$ cat src/core/phy_line_coding_pkg.sv
package phy_line_coding_pkg;
  // ==========================================================
  // register port
  localparam int unsigned ADDR_W = 4;
  localparam int unsigned DATA_W = 32;
  localparam logic [3:0] CFG_ADDR = 4'h0;
  localparam logic [3:0] STAT_ADDR = 4'h4;
  localparam int unsigned CFG_SPEED_POS = 0;
  localparam int unsigned CFG_BYPASS_POS = 1;
  localparam logic [1:0] CFG_RESET = 2'h1;
  localparam int unsigned ST_START_POS = 0;
  localparam int unsigned ST_END_POS = 1;
  localparam int unsigned ST_CODE_POS = 2;
  localparam int unsigned ST_LOST_POS = 3;
  localparam int unsigned ST_LINE_POS = 4;
  // ==========================================================
  // 5-bit control code words and substituted nibbles
  localparam logic [4:0] CODE_J = 5'h18;
  localparam logic [4:0] CODE_K = 5'h11;
  localparam logic [4:0] CODE_T = 5'h0D;
  localparam logic [4:0] CODE_R = 5'h07;
  localparam logic [4:0] CODE_I = 5'h1F;
  localparam logic [4:0] CODE_H = 5'h04;
  localparam logic [3:0] NIB_PRE = 4'h5;
  localparam logic [3:0] NIB_ZERO = 4'h0;
  // ==========================================================
  // timing
  localparam int unsigned CLK_PERIOD_NS = 8;
  localparam int unsigned CLK_PERIOD_PS = 8000;
  localparam int unsigned HALF_BIT_PS = 50000;
  localparam int unsigned MARK_HALVES = 4;
  localparam int unsigned LOCK_BITS = 12;
  localparam int unsigned IDLE_ONES_MIN = 25;
  localparam int unsigned ACQ_ONES = 30;
  localparam int unsigned SYNC_WINDOW_NS = 1000000;
  localparam int unsigned SYNC_WINDOW_CYC = SYNC_WINDOW_NS / CLK_PERIOD_NS;
  localparam logic [10:0] SCR_SEED = 11'h7FF;
  // ==========================================================
  // types
  typedef struct packed {
    logic dv;
    logic er;
    logic [3:0] d;
  } rx_nib_t;
  typedef enum logic [1:0] {
    T_IDLE = 2'b00, T_SEND_K = 2'b01, T_DATA = 2'b10, T_SEND_R = 2'b11
  } tx_st_t;
  typedef enum logic [1:0] {
    M_IDLE = 2'b00, M_DATA = 2'b01, M_MARK = 2'b10
  } man_st_t;
  typedef enum logic [1:0] {
    D_LOAD = 2'b00, D_CHECK = 2'b01, D_SYNC = 2'b10
  } dsync_t;
  typedef enum logic [1:0] {
    F_IDLE = 2'b00, F_EXP_K = 2'b01, F_DATA = 2'b10, F_EXP_R = 2'b11
  } frame_t;
endpackage : phy_line_coding_pkg

$ cat src/core/phy_line_coding_datapath.sv
`timescale 1ns/1ps
`default_nettype none
// Functional notes
// - manchester cell, inverted half then true half
// - append idle start marker after 10M packet
// - 10M encodes only packet data, gap left silent
// - decode 5-bit words to nibbles, forward them
// - start delimiter pair becomes two 0101 nibbles
// - end delimiter pair becomes two 0000 nibbles
// - unused codes decode 0000, encoder default sends 11101
// - rx error flagged with the affected nibbles
// - delimiter and code errors set status flags
// - 10M rx gives NRZ, idle marker bits assembled like data
// - no valid line, recovery tracks local reference
// - 100M switch needs squelch and settled equalizer
// - 100M recovered clock is rx code bit clock divided by four
// - sample bits, assemble nibbles at both speeds
// - 10M 2.5 MHz clock, switch on squelch
// - 10M lock skips 12 bits, keeps every later nibble
// - scramble and descramble only in 100M mode
// - bypass sends encoder output straight to line
// - bypass feeds received bits straight to decoder
// - descrambler output aligned to code boundaries
// - 25 idle ones per 1ms or resync
// - loss flag held until sync regained
// - 100M delimiters replace preamble, end, idles
module phy_line_coding_datapath #(
  parameter int unsigned SYNC_WINDOW_CYCLES =
    phy_line_coding_pkg::SYNC_WINDOW_CYC
) (
  input wire logic i_ref_clk,
  input wire logic i_rst,
  input wire logic [phy_line_coding_pkg::ADDR_W-1:0] i_addr,
  input wire logic [phy_line_coding_pkg::DATA_W-1:0] i_wdata,
  input wire logic i_wr,
  input wire logic i_rd,
  output logic [phy_line_coding_pkg::DATA_W-1:0] o_rdata,
  input wire logic i_tx_en,
  input wire logic [3:0] i_txd,
  output logic o_tx_req,
  output logic o_transmit_ref_clock,
  output logic o_line_tx,
  output logic o_line_tx_en,
  input wire logic i_line_rx_clk,
  input wire logic i_line_rx_bit,
  input wire logic i_squelch_ok,
  input wire logic i_eq_settled,
  output logic o_cdr_on_line,
  output logic o_recovered_rx_clock,
  output phy_line_coding_pkg::rx_nib_t o_rx
);
  import phy_line_coding_pkg::*;

  if (SYNC_WINDOW_CYCLES < 64 || SYNC_WINDOW_CYCLES > 1000000)
  begin : g_bad_window
    $error("sync window length out of range");
  end

  // ==========================================================
  // code tables
  function automatic logic [4:0] enc5(input logic [3:0] n);
    logic [4:0] c;
    c = 5'h1E;
    case (n)
      4'h0: c = 5'h1E;
      4'h1: c = 5'h09;
      4'h2: c = 5'h14;
      4'h3: c = 5'h15;
      4'h4: c = 5'h0A;
      4'h5: c = 5'h0B;
      4'h6: c = 5'h0E;
      4'h7: c = 5'h0F;
      4'h8: c = 5'h12;
      4'h9: c = 5'h13;
      4'hA: c = 5'h16;
      4'hB: c = 5'h17;
      4'hC: c = 5'h1A;
      4'hD: c = 5'h1B;
      4'hE: c = 5'h1C;
      default: c = 5'h1D;
    endcase
    return c;
  endfunction : enc5

  // returns {is_data, nibble}; anything else yields 0000
  function automatic logic [4:0] dec5(input logic [4:0] c);
    logic [4:0] r;
    r = 5'h00;
    for (int i = 0; i < 16; i++) begin
      if (enc5(4'(i)) == c) begin
        r = {1'b1, 4'(i)};
      end
    end
    return r;
  endfunction : dec5

  localparam logic [16:0] ACC_STEP = 17'(CLK_PERIOD_PS);
  localparam logic [16:0] ACC_MOD = 17'(HALF_BIT_PS);
  localparam logic [19:0] WD_LAST = 20'(SYNC_WINDOW_CYCLES - 1);

  // ==========================================================
  // register port
  logic [1:0] cfg_ff;
  logic [2:0] err_ff;
  logic [2:0] err_set_ff;
  logic sync_ok;
  logic cdr_on_line_ff;
  wire speed100 = cfg_ff[CFG_SPEED_POS];
  wire bypass = cfg_ff[CFG_BYPASS_POS];
  wire [2:0] err_clr = (i_wr && i_addr == STAT_ADDR) ? i_wdata[2:0] : 3'h0;

  // configuration register
  always_ff @(posedge i_ref_clk or posedge i_rst) begin
    if (i_rst) begin
      cfg_ff <= CFG_RESET;
    end else if (i_wr && i_addr == CFG_ADDR) begin
      cfg_ff <= i_wdata[1:0];
    end
  end

  // sticky error flags, write one to clear; a new error beats the clear
  always_ff @(posedge i_ref_clk or posedge i_rst) begin
    if (i_rst) begin
      err_ff <= 3'h0;
    end else begin
      err_ff <= (err_ff & ~err_clr) | err_set_ff;
    end
  end

  // read data lives only in the cycle after the strobe
  always_ff @(posedge i_ref_clk or posedge i_rst) begin
    if (i_rst) begin
      o_rdata <= '0;
    end else if (i_rd && i_addr == CFG_ADDR) begin
      o_rdata <= {30'h0, cfg_ff};
    end else if (i_rd && i_addr == STAT_ADDR) begin
      o_rdata <= {27'h0, cdr_on_line_ff, ~sync_ok, err_ff};
    end else begin
      o_rdata <= '0;
    end
  end

  // ==========================================================
  // transmit timing: 100M one code bit per clock, 10M half-bit ticks
  logic [2:0] bit_cnt_ff;
  logic [15:0] acc_ff;
  logic half_ff;
  logic [1:0] tbit_ff;
  wire [16:0] acc_sum = {1'b0, acc_ff} + ACC_STEP;
  wire half_stb = acc_sum >= ACC_MOD;
  wire bit_stb = half_stb && half_ff;
  wire code_stb = bit_cnt_ff == 3'h4;
  wire nib10_stb = bit_stb && tbit_ff == 2'h3;

  // 10M half-bit averages 6.25 clocks via a fractional accumulator
  always_ff @(posedge i_ref_clk or posedge i_rst) begin
    if (i_rst) begin
      bit_cnt_ff <= 3'h0;
      acc_ff <= 16'h0;
      half_ff <= 1'b0;
      tbit_ff <= 2'h0;
      o_transmit_ref_clock <= 1'b0;
    end else begin
      bit_cnt_ff <= code_stb ? 3'h0 : bit_cnt_ff + 3'h1;
      acc_ff <= half_stb ? 16'(acc_sum - ACC_MOD) : acc_sum[15:0];
      if (half_stb) begin
        half_ff <= ~half_ff;
      end
      if (bit_stb) begin
        tbit_ff <= tbit_ff + 2'h1;
      end
      o_transmit_ref_clock <= speed100 ? (bit_cnt_ff < 3'h2) :
                                         (tbit_ff < 2'h2);
    end
  end

  assign o_tx_req = speed100 ? code_stb : nib10_stb;

  // ==========================================================
  // 100M encoder and scrambler
  tx_st_t t_st_ff;
  logic [4:0] txsh_ff;
  logic [10:0] scr_ff;
  wire skey = scr_ff[10] ^ scr_ff[8];

  // code words go out msb first; delimiters frame each packet
  always_ff @(posedge i_ref_clk or posedge i_rst) begin
    if (i_rst) begin
      t_st_ff <= T_IDLE;
      txsh_ff <= CODE_I;
    end else if (code_stb) begin
      case (t_st_ff)
        T_IDLE: begin
          txsh_ff <= i_tx_en ? CODE_J : CODE_I;
          t_st_ff <= i_tx_en ? T_SEND_K : T_IDLE;
        end
        T_SEND_K: begin
          txsh_ff <= CODE_K;
          t_st_ff <= T_DATA;
        end
        T_DATA: begin
          txsh_ff <= i_tx_en ? enc5(i_txd) : CODE_T;
          t_st_ff <= i_tx_en ? T_DATA : T_SEND_R;
        end
        T_SEND_R: begin
          txsh_ff <= CODE_R;
          t_st_ff <= T_IDLE;
        end
        default: begin
          txsh_ff <= CODE_I;
          t_st_ff <= T_IDLE;
        end
      endcase
    end else begin
      txsh_ff <= {txsh_ff[3:0], 1'b0};
    end
  end

  // free-running 11-bit key stream, x^11 + x^9 + 1
  always_ff @(posedge i_ref_clk or posedge i_rst) begin
    if (i_rst) begin
      scr_ff <= SCR_SEED;
    end else if (speed100) begin
      scr_ff <= {scr_ff[9:0], skey};
    end
  end

  // ==========================================================
  // 10M manchester encoder
  man_st_t m_st_ff;
  logic [3:0] mnib_ff;
  logic [2:0] mark_cnt_ff;
  wire mbit = mnib_ff[tbit_ff];

  // a packet ends with the idle start marker, then the line goes quiet
  always_ff @(posedge i_ref_clk or posedge i_rst) begin
    if (i_rst) begin
      m_st_ff <= M_IDLE;
      mnib_ff <= 4'h0;
      mark_cnt_ff <= 3'h0;
    end else if (nib10_stb && m_st_ff != M_MARK) begin
      if (i_tx_en) begin
        mnib_ff <= i_txd;
        m_st_ff <= M_DATA;
      end else if (m_st_ff == M_DATA) begin
        m_st_ff <= M_MARK;
        mark_cnt_ff <= 3'(MARK_HALVES);
      end
    end else if (m_st_ff == M_MARK && half_stb) begin
      mark_cnt_ff <= mark_cnt_ff - 3'h1;
      if (mark_cnt_ff == 3'h1) begin
        m_st_ff <= M_IDLE;
      end
    end
  end

  // line output, registered
  always_ff @(posedge i_ref_clk or posedge i_rst) begin
    if (i_rst) begin
      o_line_tx <= 1'b0;
      o_line_tx_en <= 1'b0;
    end else if (speed100) begin
      o_line_tx <= bypass ? txsh_ff[4] : txsh_ff[4] ^ skey;
      o_line_tx_en <= 1'b1;
    end else begin
      case (m_st_ff)
        M_DATA: begin
          o_line_tx <= half_ff ? mbit : ~mbit;
          o_line_tx_en <= 1'b1;
        end
        M_MARK: begin
          o_line_tx <= 1'b1;
          o_line_tx_en <= 1'b1;
        end
        default: begin
          o_line_tx <= 1'b0;
          o_line_tx_en <= 1'b0;
        end
      endcase
    end
  end

  // ==========================================================
  // line inputs: two flops each, a third only for the clock edge
  logic [3:0] s1_ff;
  logic [3:0] s2_ff;
  logic rclk_d_ff;
  always_ff @(posedge i_ref_clk or posedge i_rst) begin
    if (i_rst) begin
      s1_ff <= 4'h0;
      s2_ff <= 4'h0;
      rclk_d_ff <= 1'b0;
    end else begin
      s1_ff <= {i_eq_settled, i_squelch_ok, i_line_rx_bit, i_line_rx_clk};
      s2_ff <= s1_ff;
      rclk_d_ff <= s2_ff[0];
    end
  end
  wire rx_rise = s2_ff[0] && !rclk_d_ff;
  wire rbit = s2_ff[1];
  wire squelch_s = s2_ff[2];
  wire eq_s = s2_ff[3];

  // ==========================================================
  // clock recovery reference select and recovered nibble clock
  logic [1:0] rcnt_ff;
  logic line_d_ff;
  always_ff @(posedge i_ref_clk or posedge i_rst) begin
    if (i_rst) begin
      cdr_on_line_ff <= 1'b0;
      line_d_ff <= 1'b0;
      rcnt_ff <= 2'h0;
      o_recovered_rx_clock <= 1'b0;
    end else begin
      cdr_on_line_ff <= squelch_s && (!speed100 || eq_s);
      line_d_ff <= cdr_on_line_ff;
      if (rx_rise && cdr_on_line_ff) begin
        rcnt_ff <= rcnt_ff + 2'h1;
      end
      // one cycle per four rx bits: 2.5 MHz at 10M, a quarter of the code bit rate at 100M
      o_recovered_rx_clock <= cdr_on_line_ff ? rcnt_ff[1] :
                                               o_transmit_ref_clock;
    end
  end
  assign o_cdr_on_line = cdr_on_line_ff;
  wire rx100_bit = rx_rise && cdr_on_line_ff && speed100;

  // ==========================================================
  // descrambler: key guessed from idle ones, then checked
  dsync_t dsync_ff;
  logic [10:0] dscr_ff;
  logic [4:0] acq_ff;
  logic [19:0] wd_ff;
  logic [4:0] run_ff;
  wire dkey = dscr_ff[10] ^ dscr_ff[8];
  wire plain = bypass ? rbit : rbit ^ dkey;
  wire wd_expire = wd_ff == WD_LAST;
  assign sync_ok = bypass || dsync_ff == D_SYNC;

  always_ff @(posedge i_ref_clk or posedge i_rst) begin
    if (i_rst) begin
      dsync_ff <= D_LOAD;
      dscr_ff <= SCR_SEED;
      acq_ff <= 5'h0;
    end else if (!cdr_on_line_ff || !speed100 || bypass ||
                 (dsync_ff == D_SYNC && wd_expire)) begin
      dsync_ff <= D_LOAD;
      acq_ff <= 5'h0;
    end else if (rx_rise) begin
      case (dsync_ff)
        D_LOAD: begin
          dscr_ff <= {dscr_ff[9:0], ~rbit};
          acq_ff <= (acq_ff == 5'h0A) ? 5'h0 : acq_ff + 5'h1;
          if (acq_ff == 5'h0A) begin
            dsync_ff <= D_CHECK;
          end
        end
        D_CHECK: begin
          dscr_ff <= {dscr_ff[9:0], dkey};
          acq_ff <= acq_ff + 5'h1;
          if (!plain) begin
            dsync_ff <= D_LOAD;
            acq_ff <= 5'h0;
          end else if (acq_ff == 5'(ACQ_ONES - 1)) begin
            dsync_ff <= D_SYNC;
          end
        end
        D_SYNC: begin
          dscr_ff <= {dscr_ff[9:0], dkey};
        end
        default: begin
          dsync_ff <= D_LOAD;
        end
      endcase
    end
  end

  // watchdog: a run of idle ones restarts the window
  always_ff @(posedge i_ref_clk or posedge i_rst) begin
    if (i_rst) begin
      wd_ff <= 20'h0;
      run_ff <= 5'h0;
    end else if (dsync_ff != D_SYNC) begin
      wd_ff <= 20'h0;
      run_ff <= 5'h0;
    end else begin
      if (rx_rise && plain && run_ff == 5'(IDLE_ONES_MIN - 1)) begin
        wd_ff <= 20'h0;
      end else begin
        wd_ff <= wd_expire ? 20'h0 : wd_ff + 20'h1;
      end
      if (rx_rise) begin
        run_ff <= !plain ? 5'h0 :
                  (run_ff == 5'(IDLE_ONES_MIN)) ? run_ff : run_ff + 5'h1;
      end
    end
  end

  // ==========================================================
  // nibble assembly, both speeds
  frame_t fr_ff;
  logic [4:0] pshr_ff;
  logic [2:0] pos_ff;
  logic [3:0] skip_ff;
  logic [3:0] nib10_ff;
  logic [1:0] cnt10_ff;
  wire [4:0] code_now = {pshr_ff[3:0], plain};
  wire [4:0] dec_now = dec5(code_now);

  always_ff @(posedge i_ref_clk or posedge i_rst) begin
    if (i_rst) begin
      fr_ff <= F_IDLE;
      pshr_ff <= CODE_I;
      pos_ff <= 3'h0;
      skip_ff <= 4'h0;
      nib10_ff <= 4'h0;
      cnt10_ff <= 2'h0;
      o_rx <= '0;
      err_set_ff <= 3'h0;
    end else begin
      err_set_ff <= 3'h0;
      if (!cdr_on_line_ff || (speed100 && !sync_ok)) begin
        fr_ff <= F_IDLE;
        o_rx <= '0;
        cnt10_ff <= 2'h0;
      end else if (!speed100) begin
        if (!line_d_ff) begin
          skip_ff <= 4'(LOCK_BITS);
        end else if (rx_rise && skip_ff != 4'h0) begin
          skip_ff <= skip_ff - 4'h1;
        end else if (rx_rise) begin
          nib10_ff <= {rbit, nib10_ff[3:1]};
          cnt10_ff <= cnt10_ff + 2'h1;
          if (cnt10_ff == 2'h3) begin
            o_rx <= '{dv: 1'b1, er: 1'b0, d: {rbit, nib10_ff[3:1]}};
          end
        end
      end else if (rx_rise) begin
        pshr_ff <= code_now;
        pos_ff <= (pos_ff == 3'h4) ? 3'h0 : pos_ff + 3'h1;
        if (fr_ff == F_IDLE && code_now == CODE_J) begin
          fr_ff <= F_EXP_K;
          pos_ff <= 3'h0;
          o_rx <= '{dv: 1'b1, er: 1'b0, d: NIB_PRE};
        end else if (fr_ff == F_IDLE && pos_ff == 3'h4) begin
          o_rx <= '0;
        end else if (pos_ff == 3'h4) begin
          case (fr_ff)
            F_EXP_K: begin
              fr_ff <= (code_now == CODE_K) ? F_DATA : F_IDLE;
              o_rx <= '{dv: 1'b1, er: code_now != CODE_K, d: NIB_PRE};
              err_set_ff[ST_START_POS] <= code_now != CODE_K;
            end
            F_DATA: begin
              if (code_now == CODE_T) begin
                fr_ff <= F_EXP_R;
                o_rx <= '{dv: 1'b1, er: 1'b0, d: NIB_ZERO};
              end else if (code_now == CODE_I) begin
                fr_ff <= F_IDLE;
                o_rx <= '{dv: 1'b1, er: 1'b1, d: NIB_ZERO};
                err_set_ff[ST_END_POS] <= 1'b1;
              end else begin
                // halt and unused codes give 0000 and flag an error
                o_rx <= '{dv: 1'b1, er: !dec_now[4], d: dec_now[3:0]};
                err_set_ff[ST_CODE_POS] <= !dec_now[4];
              end
            end
            F_EXP_R: begin
              fr_ff <= F_IDLE;
              o_rx <= '{dv: 1'b1, er: code_now != CODE_R, d: NIB_ZERO};
              err_set_ff[ST_END_POS] <= code_now != CODE_R;
            end
            default: begin
              fr_ff <= F_IDLE;
              o_rx <= '0;
            end
          endcase
        end
      end
    end
  end
endmodule : phy_line_coding_datapath
`default_nettype wire

$ cat config.mk
export PLATFORM = sky130hd
export DESIGN_NAME = phy_line_coding_datapath
export DESIGN_NICKNAME = d
export VERILOG_FILES = /design/src/core/phy_line_coding_pkg.sv /design/src/core/phy_line_coding_datapath.sv
export SDC_FILE = /design/constraint.sdc
export NUM_CORES = 1
export LEC_CHECK = 0
export BUFFER_PORTS_ARGS = -buffer_cell sky130_fd_sc_hd__buf_2
export CORE_MARGIN = 2
export CORE_UTILIZATION = 51
export CTS_BUF_LIST = sky130_fd_sc_hd__clkbuf_2
export CTS_CLUSTER_SIZE = 20
export DETAILED_ROUTE_END_ITERATION = 6
export MAX_ROUTING_LAYER = met4
export PLACE_DENSITY_LB_ADDON = 0.25
export SLEW_MARGIN = 10
export SYNTH_ARGS = -nofsm -noshare
export SYNTH_HDL_FRONTEND = slang
export SYNTH_SLANG_ARGS = --single-unit
$ cat constraint.sdc
create_clock -name i_ref_clk -period 11.2 [get_ports i_ref_clk]
set_input_delay 0 -clock i_ref_clk [delete_from_list [all_inputs] [get_ports i_ref_clk]]
set_output_delay 0 -clock i_ref_clk [all_outputs]
set_load 0.01 [all_outputs]
Word level (Yosys, flattened, before mapping)

Memory sizes are Yosys's and may differ from the RTL's.
Cells that the tools add are included.

Magnitude comparators: 4
Equal/unequal tests: 59
Mux-type cells: 112
Bitwise logic cells: 15
$add $sub $neg: 12
Reduce and logical (&&, ||, !) cells: 61

Operators with widths:

| kind                     | count |
|---|---|
| $mux W5                  | 30 |
| $mux W20                 | 3 |
| $mux W6                  | 10 |
| $eq A5 B5 Y1 const A     | 11 |
| $mux W2                  | 25 |
| $mux W3                  | 15 |
| $eq A5 B5 Y1 const B     | 6 |
| $eq A4 B5 Y1 const A     | 5 |
| $pmux W11 S2             | 1 |
| $add A20 B1 Y20 const B  | 1 |
| $eq A20 B17 Y1 const B   | 1 |
| $pmux W5 S4              | 1 |
| $logic_and A1 B1 Y1      | 18 |
| $pmux W6 S3              | 1 |
| $add A16 B13 Y17 const B | 1 |
| $ge A17 B16 Y1 const B   | 1 |
| $eq A2 B2 Y1 const B     | 8 |
| $mux W1                  | 16 |
| $mux W16                 | 1 |
| $reduce_bool A2 Y1       | 8 |
| $sub A16 B16 Y16 const B | 1 |
| $reduce_and A3 Y1        | 5 |
| $reduce_and A5 Y1        | 3 |
| $ne A3 B3 Y1 const B     | 4 |
| other kinds (41)         | 87 |

Word-level logic and storage cells: 302
ROM bits: 80
Bits in registers: 174
Input bits: 49
Memories kept: 1

Memory list:

| name            | words | width | rd ports | clocked after memory_dff | wr ports | RTL line                       | text |
|---|---|---|---|---|---|---|---|
| (no name shown) | 16    | 5     | 1        | 0                        | 0        | phy_line_coding_datapath.sv:64 | `case (n)` |

Longest topological paths before layout

Gate-level depths: netlist of run 1.

Depth after elaboration: 30
Gate-level depth with buffers: 9
Mapped depth without buffers: 8

Worst setup path after synthesis of run 1

No wires, ideal clock.

Kind: flip-flop to flip-flop
From: register acc_ff[6]
To: register acc_ff[12]
Library setup time: 0.125 ns
Cell stages (with the launch flop): 10
Path buffers: 2
Period minus slack after synthesis: 2.600 ns
Data arrival time: 2.475 ns
Slack: 8.600 ns
Cells stage by stage: dfrtp_1 > ha_1 > clkbuf_2 > or2_4 > o41ai_1 > nand3b_1 > nor4_4 > buf_6 > nor2_2 > mux2_2

Word-level cells in the longest chain between the ends: 3

RTL lines:

| item                                               | RTL line                                                         | text |
|---|---|---|
| start: declaration                                 | phy_line_coding_datapath.sv:146                                  | `logic [15:0] acc_ff;` |
| start signal: assignment                           | phy_line_coding_datapath.sv:165                                  | `acc_ff <= half_stb ? 16'(acc_sum - ACC_MOD) : acc_sum[15:0];` |
| $add A16 B13 Y17 (*)                               | phy_line_coding_datapath.sv:149                                  | `wire [16:0] acc_sum = {1'b0, acc_ff} + ACC_STEP;` |
| $sub A16 B16 Y16 or $ge A17 B16 Y1 (tied branches) | phy_line_coding_datapath.sv:165, phy_line_coding_datapath.sv:150 |  |
| $mux W16 (*)                                       | phy_line_coding_datapath.sv:165                                  |  |

Every way passes the cells marked *; elsewhere a longest branch is shown, timed or not.
A chain may end at the register's enable or synchronous reset.

Worst setup path after layout of run 1

From: register acc_ff[6]
To: output o_tx_req

Word-level cells in the longest chain between the ends: 5

RTL lines:

| item                | RTL line                        | text |
|---|---|---|
| $add A16 B13 Y17    | phy_line_coding_datapath.sv:149 |  |
| $ge A17 B16 Y1      | phy_line_coding_datapath.sv:150 | `wire half_stb = acc_sum >= ACC_MOD;` |
| $logic_and A1 B1 Y1 | phy_line_coding_datapath.sv:151 | `wire bit_stb = half_stb && half_ff;` |
| $logic_and A1 B1 Y1 | phy_line_coding_datapath.sv:153 | `wire nib10_stb = bit_stb && tbit_ff == 2'h3;` |
| $mux W1             | phy_line_coding_datapath.sv:177 | `assign o_tx_req = speed100 ? code_stb : nib10_stb;` |
| end: declaration    | phy_line_coding_datapath.sv:40  | `output logic o_tx_req,` |

Every way passes these cells.

==> results_dict.tcl, run 1 <==
set metrics [dict create \
    ys_seq_area_share_pct 46.8 \
    die_w_um 127 \
    crit_required_ns 11.20 \
    worstMarginPinSlew_ns 0.939 \
    grt_max_degree 87 \
    cp_max_fo 15 \
    yosysUniqueCellTypes 85 \
    grt_pass1_wl_um 26400 \
    insertedDiodeCount 0 \
    min_period_ns 4.15 \
    place_inst 953 \
    overflow 0 \
    drt_iter0_drc 373 \
    fmax_ghz 0.241 \
    start_kind "flop" \
    ir_drop_uv 151 \
    instances_no_fill 1019 \
    tns_ns 0 \
    syn_avg_cell_area_sq_um 10.1 \
    synth_flop_cell "dfrtp_1" \
    detail-route-antenna-nets 0 \
    wl_um 15700 \
    status "finished, final reports clean" \
    async_reset_ff_share_pct 100 \
    hold_path.class "in2reg" \
    rsz0062_at_grt "no" \
    drc 0 \
    post-route-period-util_pct 37.1 \
    synth.most_common_cell "dfrtp_1" \
    routabilityCongestion 0.843 \
    setup_ws_ns 7.05 \
    path_clk_slew_ns 0.23 \
    synth_top_area_share_pct 35.8 \
    dr.pass1.iters 5 \
    synth_edf_count 0 \
    slew_headroom_pct 36.9 \
    finalNetCount 905 \
    skew_ns 0.0414 \
    p_leak_nw 3.80 \
    clockBufferDepth 2 \
    critPathArrivalTime_ns 4.15 \
    whs_ns 0.113 \
    tritoncts "built" \
    cts-root-buf "clkbuf_2" \
    port_buffers 36 \
    rows 44 \
    netlist_area_sq_mm 0.00768 \
    setup_viol 0 \
    viasPerCell 5.61 \
    drt-wirelength-per-cell_um 15.4 \
    synth_cells 763 \
    core_area_sq_mm 0.0146 \
    power_density_mw_per_mm2 141 \
    dieArea_sq_mm 0.0161 \
    worst-setup-path-type "reg2out" \
    clock_latency_ns 0.74 \
    antenna_found_initial 0 \
    place_ws_ns 7.81 \
    synth.area.top_cells "dfrtp_1 (36%), dfstp_2 (11%), ha_1 (5.5%)" \
    slew_violations 0 \
    ios 93 \
    syn_to_final_growth_pct 10.2 \
    ys.warnings.count 0 \
    htreeDepth 4 \
    synth_common_cells "dfrtp_1 (110), nor2_1 (70), nand2_1 (66), inv_1 (45), mux2_2 (37)" \
    drive_gt1_share_pct 19.3 \
    synth_top_area_cell "dfrtp_1" \
    hold_viol 0 \
    cts_buffers 17 \
    post_cts_resized 0 \
    dpl.hpwl_um 10600 \
    cts.sinks 142 \
    die_y_um 127 \
    synth_seq_cells 142 \
    maxCapViolations 0 \
    via_count 5713 \
    grtUsageTotal_pct 21.0 \
    initial_core_util_pct 52.4 \
    endpoint_kind "output pin" \
    grt_pass1_vias 5675 \
]
[layout make-up]
type	count	area, sq um
clock inverter	11	164
timing repair buffer	72	536
fill	1241	6180
sequential	142	3590
clock buffer	21	105
inverter	45	174
tap	184	230
multi-input combinational	544	3660
[repair_timing]
action / in CTS / in global routing
hold buffers: 34 / 0
setup buffers: 0 / 0
hold endpoints to repair: 114 / 0
[cell families after synthesis]
logic type                 Yosys count  share of synthesized area, %
and+or+nand+nor                    251                          16.4
AOI/OAI and AO/OA                  142                          12.6
DFF                                142                          46.8
buffers and inverters              103                          6.84
xor gates and xnor gates            46                          5.25
muxes                               44                          6.50
adders and majority gates           34                          5.54
other                                1                        0.0488
[sequential cells by signal, summed over array words and instances (netlist names), 3 cells and up]
| register | count |
|---|---|
| pshr_ff | 4 |
| txsh_ff | 5 |
| mark_cnt_ff | 3 |
| err_set_ff | 3 |
| s2_ff | 4 |
| acq_ff | 5 |
| err_ff | 3 |
| scr_ff | 11 |
| s1_ff | 4 |
| dscr_ff | 11 |
| o_rx | 6 |
| pos_ff | 3 |
| nib10_ff | 3 |
| acc_ff | 12 |
| mnib_ff | 4 |
| o_rdata | 5 |
| run_ff | 5 |
| skip_ff | 4 |
| wd_ff | 20 |
| bit_cnt_ff | 3 |
[cell usage in the layout (no fill, tap or decap), types with 4 or more instances in the layout]
| cell type | count |
|---|---|
| buf_2 | 36 |
| o21a_1 | 5 |
| conb_1 | 27 |
| nand3_1 | 28 |
| o31ai_1 | 10 |
| and3_1 | 8 |
| a21o_1 | 7 |
| nand2_1 | 66 |
| mux2i_1 | 6 |
| o41ai_1 | 4 |
| nor2b_1 | 6 |
| nor4_1 | 5 |
| a31oi_1 | 6 |
| mux2_2 | 37 |
| clkbuf_2 | 21 |
| a311oi_1 | 4 |
| nand4_1 | 6 |
| bufinv_16 | 4 |
| inv_1 | 44 |
| nor2_1 | 70 |
| xnor2_1 | 31 |
| a21oi_1 | 28 |
| dfrtp_1 | 110 |
| ha_1 | 34 |
| a21boi_0 | 4 |
| nand2b_1 | 6 |
| nor3_1 | 18 |
| o21ai_0 | 35 |
| xor2_1 | 15 |
| dlygate4sd3_1 | 34 |
| dfstp_2 | 32 |
[final timing paths]
path / endpoint / start / slack [ns] / cells after the start
worst min register to register: s2_ff[2] / s1_ff[2] / 0.38 / 0
worst min-delay path: err_ff[1] / i_wdata[1] / 0.11 / 4
max in group asynchronous: acq_ff[3] / i_rst / 9.43 / 5
worst max-delay path: o_tx_req / acc_ff[6] / 7.05 / 8
worst max register to register: mnib_ff[0] / acc_ff[6] / 7.43 / 8
min in group asynchronous: tbit_ff[1] / i_rst / 0.49 / 4
[per-stage QoR]
stage               power, mW  area (sq um)  util, %
floorplan               0.805          7780        -
global placement        0.844          7850     53.6
detailed placement      0.855          7850     53.6
CTS                      1.21          8460     57.8
global route             1.26          8460     57.8
finish                   1.19          8460     57.8
[critical path: stages (launching register included)]
cell and delay [ns]:
dfrtp_1 0.54, ha_1 0.35, or2_4 0.29, o41ai_1 0.33
nand3b_1 0.25, nor4_4 0.87, or2_1 0.48, o31ai_2 0.11
buf_2 0.17
[where the power goes]
group | total, mW | leakage (nW) | switching, mW | internal [mW]
registers | 0.645 | 1.76 | 0.0541 | 0.591
logic | 0.213 | 1.86 | 0.110 | 0.103
clock network | 0.336 | 0.171 | 0.186 | 0.151
total | 1.19 | 3.80 | 0.350 | 0.844
[routing by layer]
layer | vias up | routed length, um | global-route usage, %
met1 | 2806 | 6880 | 25.6
met3 | 38 | 627 | 4.13
li1 | 2717 | - | -
met5 | - | 0 | -
met4 | 0 | 323 | 8.21
met2 | 152 | 7830 | 34.8
Note: power is estimated with default switching activity, not from simulation.
==> run 2: changes to the inputs <==
ABC_AREA = 1   (was default)
clock period = 4.3 ns   (was 11.2 ns; I/O delays follow)
==> run 2 against run 1 <==
Final area shrank 1.0%. Register-to-register slack lost 6.0 ns. Highest routed layer unchanged. Core utilization shrank 0.16 points. Critical path type is now reg2reg. Global-route usage shrank 0.52 points. Sequential power grew 140%. Clock skew shrank 0.0066 ns. Largest power group unchanged. Non-clock buffer count shrank 3. First-iteration DRC count shrank 4.3%.
==> results_dict.tcl, run 2 <==
set metrics [dict create \
    post_cts_buffers 0 \
    crit_family "simple AND/OR/NAND/NOR gates" \
    power.share.clock_pct 27.6 \
    hold_viol 0 \
    p_int_mw 1.92 \
    crit_required_ns 4.95 \
    post-route-period-util_pct 66.0 \
    syn_to_final_growth_pct 10.8 \
    finalNetCount 1056 \
    maxCapViolations 0 \
    routabilityCongestion 0.893 \
    syn_avg_cell_area_sq_um 8.40 \
    ys.warnings.count 0 \
    cpMaxStageDelayCell "dlygate4sd3_1" \
    initial_core_util_pct 52.0 \
    grt_pass1_vias 5573 \
    slew_headroom_pct 37.9 \
    fmax_ghz 0.352 \
    largest_register_ffs 20 \
    rows 44 \
    cts-root-buf "clkbuf_2" \
    ctsHoldBuffers 32 \
    critPathArrivalTime_ns 3.49 \
    largestRegisters "wd_ff (20), acc_ff (12)" \
    viasPerCell 4.99 \
    wl_um 14700 \
    dieArea_sq_mm 0.0158 \
    power_density_mw_per_mm2 337 \
    synth_cells 900 \
    die_w_um 126 \
    yosysUniqueCellTypes 52 \
    overflow 0 \
    clock_latency_ns 0.73 \
    cp_max_fo 16 \
    skew_ns 0.0348 \
    synth_flop_cell "dfrtp_1" \
    drt_iter0_drc 357 \
    p_seq_share_pct 55.0 \
    cts.sinks 142 \
    netlist_area_sq_mm 0.00756 \
    grt_max_degree 106 \
    place_ws_ns 1.53 \
    post_dp_cell_area_sq_mm 0.00781 \
    synth.area.top_cells "dfrtp_1 (36%), dfstp_2 (11%), nand2_1 (10%)" \
    largest_register "wd_ff" \
    p_leak_nw 4.12 \
    synth.most_common_cell "nand2_1" \
    drive_gt1_share_pct 13.2 \
    cpPeakStageDelay_ns 0.55 \
    ios 93 \
    synth_common_cells "nand2_1 (201), inv_1 (133), dfrtp_1 (110), nor2_1 (78), o21ai_0 (54)" \
    combPwrFrac_pct 17.4 \
    slew_violations 0 \
    worst-setup-path-type "reg2reg" \
    cp_num_buf_inv 2 \
    rsz0062_at_grt "no" \
    grt_pass1_wl_um 25600 \
    endpoint_kind "flop" \
    final_common_cell "nand2_1" \
    dr.pass1.iters 5 \
    dpl.hpwl_um 10300 \
    path_clk_slew_ns 0.22 \
    status "finished, final reports clean" \
    cts_buffers 17 \
    clockBufferDepth 2 \
    min_period_ns 2.84 \
    ys_seq_area_share_pct 47.5 \
    start_kind "flop" \
    ir_drop_uv 314 \
    tns_ns 0 \
    async_reset_ff_share_pct 100 \
    drc 0 \
    setup_viol 0 \
    synth_seq_cells 142 \
    path_cells "ha_1 > inv_1 > nand4_2 > nand3_1 > nand2_1 > nor2_1 > nand2_2 > nand2_4 > nand3_4 > nor2_4 > nand2_2 > nand2_1 > o21ai_2 > dlygate4sd3_1" \
    hold_path.class "in2reg" \
    fin_area_sq_mm 0.00837 \
    sw_frac_of_total_pct 31.9 \
    post_cts_resized 0 \
    htreeDepth 4 \
    synth_edf_count 0 \
    final_cell_mix "nand2_1 (201), inv_1 (132), dfrtp_1 (110)" \
    tritoncts "built" \
    port_buffers 36 \
    core_area_sq_mm 0.0145 \
    via_count 5841 \
    antenna_found_initial 1 \
    setup_ws_ns 1.46 \
    p_sw_mw 0.901 \
    detail-route-antenna-nets 0 \
    die_y_um 126 \
    grtUsageTotal_pct 20.5 \
    drt-wirelength-per-cell_um 12.5 \
    synth_top_area_share_pct 36.4 \
    synth_top_area_cell "dfrtp_1" \
    worstMarginPinSlew_ns 0.932 \
    whs_ns 0.116 \
]
run 2: changes by cell type after synthesis, sizes merged, moves of 11 or more:
cell    previous run  this run
mux2              37         0
xnor2             31         6
nand3             28        45
clkbuf            23         9
o21ai             39        63
nand4              6        21
xor2              15        26
inv               45       136
nand2             66       207
nor2              72        83
run 2: stage by stage:
stage	total power [mW]	utilization (%)	cells
final	2.82	57.6	1171
after global routing	3.01	57.6	1171
after detailed placement	2.04	53.8	1106
after global placement	2.03	53.8	1106
after floorplan	1.92	-	926
after CTS	2.85	57.6	1170
run 2: cells by family (layout without fill, tap and decap cells):
kind of cell / count (synthesis) / after routing / synth area share [%]
simple gates: 386 / 386 / 22.6
other cells: 1 / 28 / 0.0496
compound gates: 127 / 127 / 10.0
flops: 142 / 142 / 47.5
fa+ha+maj: 34 / 34 / 5.63
xor+xnor: 32 / 32 / 3.81
buf+inv: 178 / 238 / 10.3
run 2: layer usage:
metal / up-vias / wire length, um / track usage, %
met5: - / 0 / -
met4: 0 / 173 / 5.75
met3: 15 / 561 / 4.76
met2: 122 / 6740 / 31.0
met1: 2708 / 7220 / 27.9
li1: 2996 / - / -
run 2: area by class of cell:
| cell class | count | area (sq um) |
|---|---|---|
| fillers | 1326 | 6160 |
| flip-flops and latches | 142 | 3590 |
| multi-input cells | 606 | 3280 |
| inverters | 137 | 519 |
| repair buffers | 69 | 508 |
| well taps | 184 | 230 |
| clock inverters | 13 | 143 |
| clock buffers | 19 | 95.1 |
| diodes | 1 | 2.50 |
run 2: final timing paths:
check / endpoint / startpoint / cells after the start / slack [ns]
max: mnib_ff[3] / acc_ff[6] / 14 / 1.46
min reg2reg: s2_ff[1] / s1_ff[1] / 0 / 0.38
min: err_ff[1] / i_wdata[1] / 5 / 0.12
max in group asynchronous: dscr_ff[7] / i_rst / 5 / 2.66
min in group asynchronous: wd_ff[6] / i_rst / 4 / 0.57
max reg2reg: mnib_ff[3] / acc_ff[6] / 14 / 1.46
run 2: power by group through the flow:
| stage | Combinational, mW | Clock, mW | Sequential [mW] |
|---|---|---|---|
| floorplan | 0.371 | 0 | 1.55 |
| global placement | 0.455 | 0 | 1.57 |
| detailed placement | 0.466 | 0 | 1.57 |
| CTS | 0.492 | 0.803 | 1.55 |
| global route | 0.573 | 0.866 | 1.57 |
| finish | 0.491 | 0.779 | 1.55 |
run 2: tightest hold or removal path: cells and delay by family:
kind / cells / cell delay [ns]
AO/OA/AOI/OAI: 1 / 0.07
buffers and inverters: 3 / 0.66
AND/OR/NAND/NOR: 1 / 0.12
==> run 3: changes to the inputs <==
ABC_AREA = 0   (was 1)
clock period = 2.3 ns   (was 4.3 ns; I/O delays follow)
==> run 3 against run 2 <==
Wire length grew 21%. The flow now finishes with violations (setup timing). Register-to-register slack lost 2.0 ns. Final area grew 14%. Largest power group unchanged. Via count grew 4.7%. Clock power grew to 2.5 times the previous value.
==> results_dict.tcl, run 3 (same netlist as run 1, synthesis figures left out) <==
set metrics [dict create \
    routabilityCongestion 0.886 \
    dieArea_sq_mm 0.0161 \
    ir_drop_uv 662 \
    grt_pass1_wl_um 28300 \
    finalNetCount 985 \
    final_common_cell "dfrtp_1" \
    path_cells "or4_4 > buf_4 > buf_4 > nor2_2 > o221ai_2 > nor4_4 > or2_1 > buf_6 > o31ai_2 > buf_2" \
    status "complete, but fails checks" \
    cpMaxStageDelayCell "dfrtp_2" \
    core_area_sq_mm 0.0146 \
    hold_viol 0 \
    violations "setup timing" \
    dr.pass1.iters 7 \
    place_inst 1006 \
    power_density_mw_per_mm2 656 \
    antenna_found_initial 1 \
    overflow 0 \
    cts.sinks 142 \
    htreeDepth 4 \
    syn_to_final_growth_pct 24.4 \
    slew_violations 0 \
    largestRegisters "wd_ff (20), acc_ff (12)" \
    cp_max_fo 4 \
    start_kind "flop" \
    drive_gt1_share_pct 31.6 \
    die_y_um 127 \
    grt_max_degree 65 \
    fin_area_sq_mm 0.00955 \
    rsz0062_at_grt "yes" \
    skew_ns 0.0290 \
    crit_required_ns 2.30 \
    cpMostUsedCell "buf_4" \
    p_leak_nw 4.31 \
    fin_util_pct 65.2 \
    clockBufferDepth 2 \
    endpoint_kind "output pin" \
    tritoncts "built" \
    initial_core_util_pct 52.4 \
    setup_ws_ns -0.648 \
    grtUsageTotal_pct 22.5 \
    drc 0 \
    drt_iter0_drc 365 \
    detail-route-antenna-nets 0 \
    power.total_mw 6.26 \
    rows 44 \
    clock_latency_ns 0.75 \
    port_buffers 36 \
    min_period_ns 2.95 \
    viasPerCell 5.56 \
    setup_viol 23 \
    ios 93 \
    wl_met3_um 741 \
    largest_register "wd_ff" \
    slew_headroom_pct 53.7 \
    worst-setup-path-type "reg2out" \
    post_dp_cell_area_sq_mm 0.00829 \
    wl_um 17800 \
    path_clk_slew_ns 0.24 \
    die_w_um 127 \
    maxCapViolations 0 \
    cpPeakStageDelay_ns 0.50 \
    final_cell_mix "dfrtp_1 (107), nor2_1 (69), nand2_1 (66), buf_4 (66), inv_1 (44)" \
    cts_buffers 17 \
    wl_met2_um 8830 \
    hold_path.class "in2reg" \
    fmax_ghz 0.339 \
    post-route-period-util_pct 128 \
    largest_register_ffs 20 \
    drt-wirelength-per-cell_um 16.2 \
    grt_pass1_vias 5966 \
    via_count 6116 \
    worstMarginPinSlew_ns 0.693 \
    dpl.hpwl_um 11700 \
    drt-met1-wl_um 7840 \
    instances_no_fill 1100 \
    critPathArrivalTime_ns 2.95 \
    maxUsedRoutingLayer "met4" \
    cts-root-buf "clkbuf_2" \
]
-- run 3: area by class of cell --
cell class              instances  area [sq um]
clock buffers                  17          85.1
repair buffers                152          1220
fillers                      1105          5090
clock inverters                15           258
well taps                     184           230
multi-input cells             544          3980
inverters                      45           173
flip-flops and latches        142          3600
diodes                          1          2.50
-- run 3: worst max-delay path: cells and delay by family (launching register included) --
family                 cells  cell delay (ns)
and+or+nand+nor            4             0.98
buffers and inverters      4             0.54
DFF                        1             0.50
AOI/OAI and AO/OA          2             0.19
-- run 3: power breakdown --
part | total [mW] | internal (mW) | switching [mW]
combinational | 1.19 | 0.570 | 0.624
clock | 1.96 | 0.957 | 1.00
sequential | 3.11 | 2.88 | 0.231
-- run 3: per-stage QoR --
stage,hold WS [ns],worst slack [ns],TNS (ns)
after floorplan,0.0314,-0.0532,-0.0869
after global placement,0.109,-0.0147,-0.0581
after detailed placement,0.111,-0.0827,-0.414
after CTS,0.0380,-0.690,-1.79
after global routing,0.0263,-0.832,-8.46
final,0.0960,-0.648,-6.24
-- run 3: final timing paths --
kind,start,end,slack [ns],depth (start not counted)
max,acc_ff[9],o_tx_req,-0.65,10
min in group asynchronous,i_rst,s1_ff[0],0.45,4
max in group asynchronous,i_rst,scr_ff[7],1.00,5
min reg2reg,s1_ff[2],s2_ff[2],0.39,0
max reg2reg,acc_ff[9],mark_cnt_ff[1],-0.53,13
min,i_txd[0],mnib_ff[0],0.1,3
-- run 3: routing by layer --
| layer | track usage [%] | vias to the layer above |
|---|---|---|
| met5 | - | - |
| met4 | 7.63 | 0 |
| met3 | 4.47 | 44 |
| met2 | 36.7 | 168 |
| met1 | 28.4 | 3021 |
| li1 | - | 2883 |
-- run 3: timing repair --
action / 4_1_cts / 5_1_grt
endpoints found under the setup margin: 27 / 45
setup buffers: 10 / 19
hold buffers: 32 / 0
gates resized for setup: 24 / 58
hold endpoints to repair: 137 / 0
pin swaps: 12 / 14
gates cloned: 0 / 1
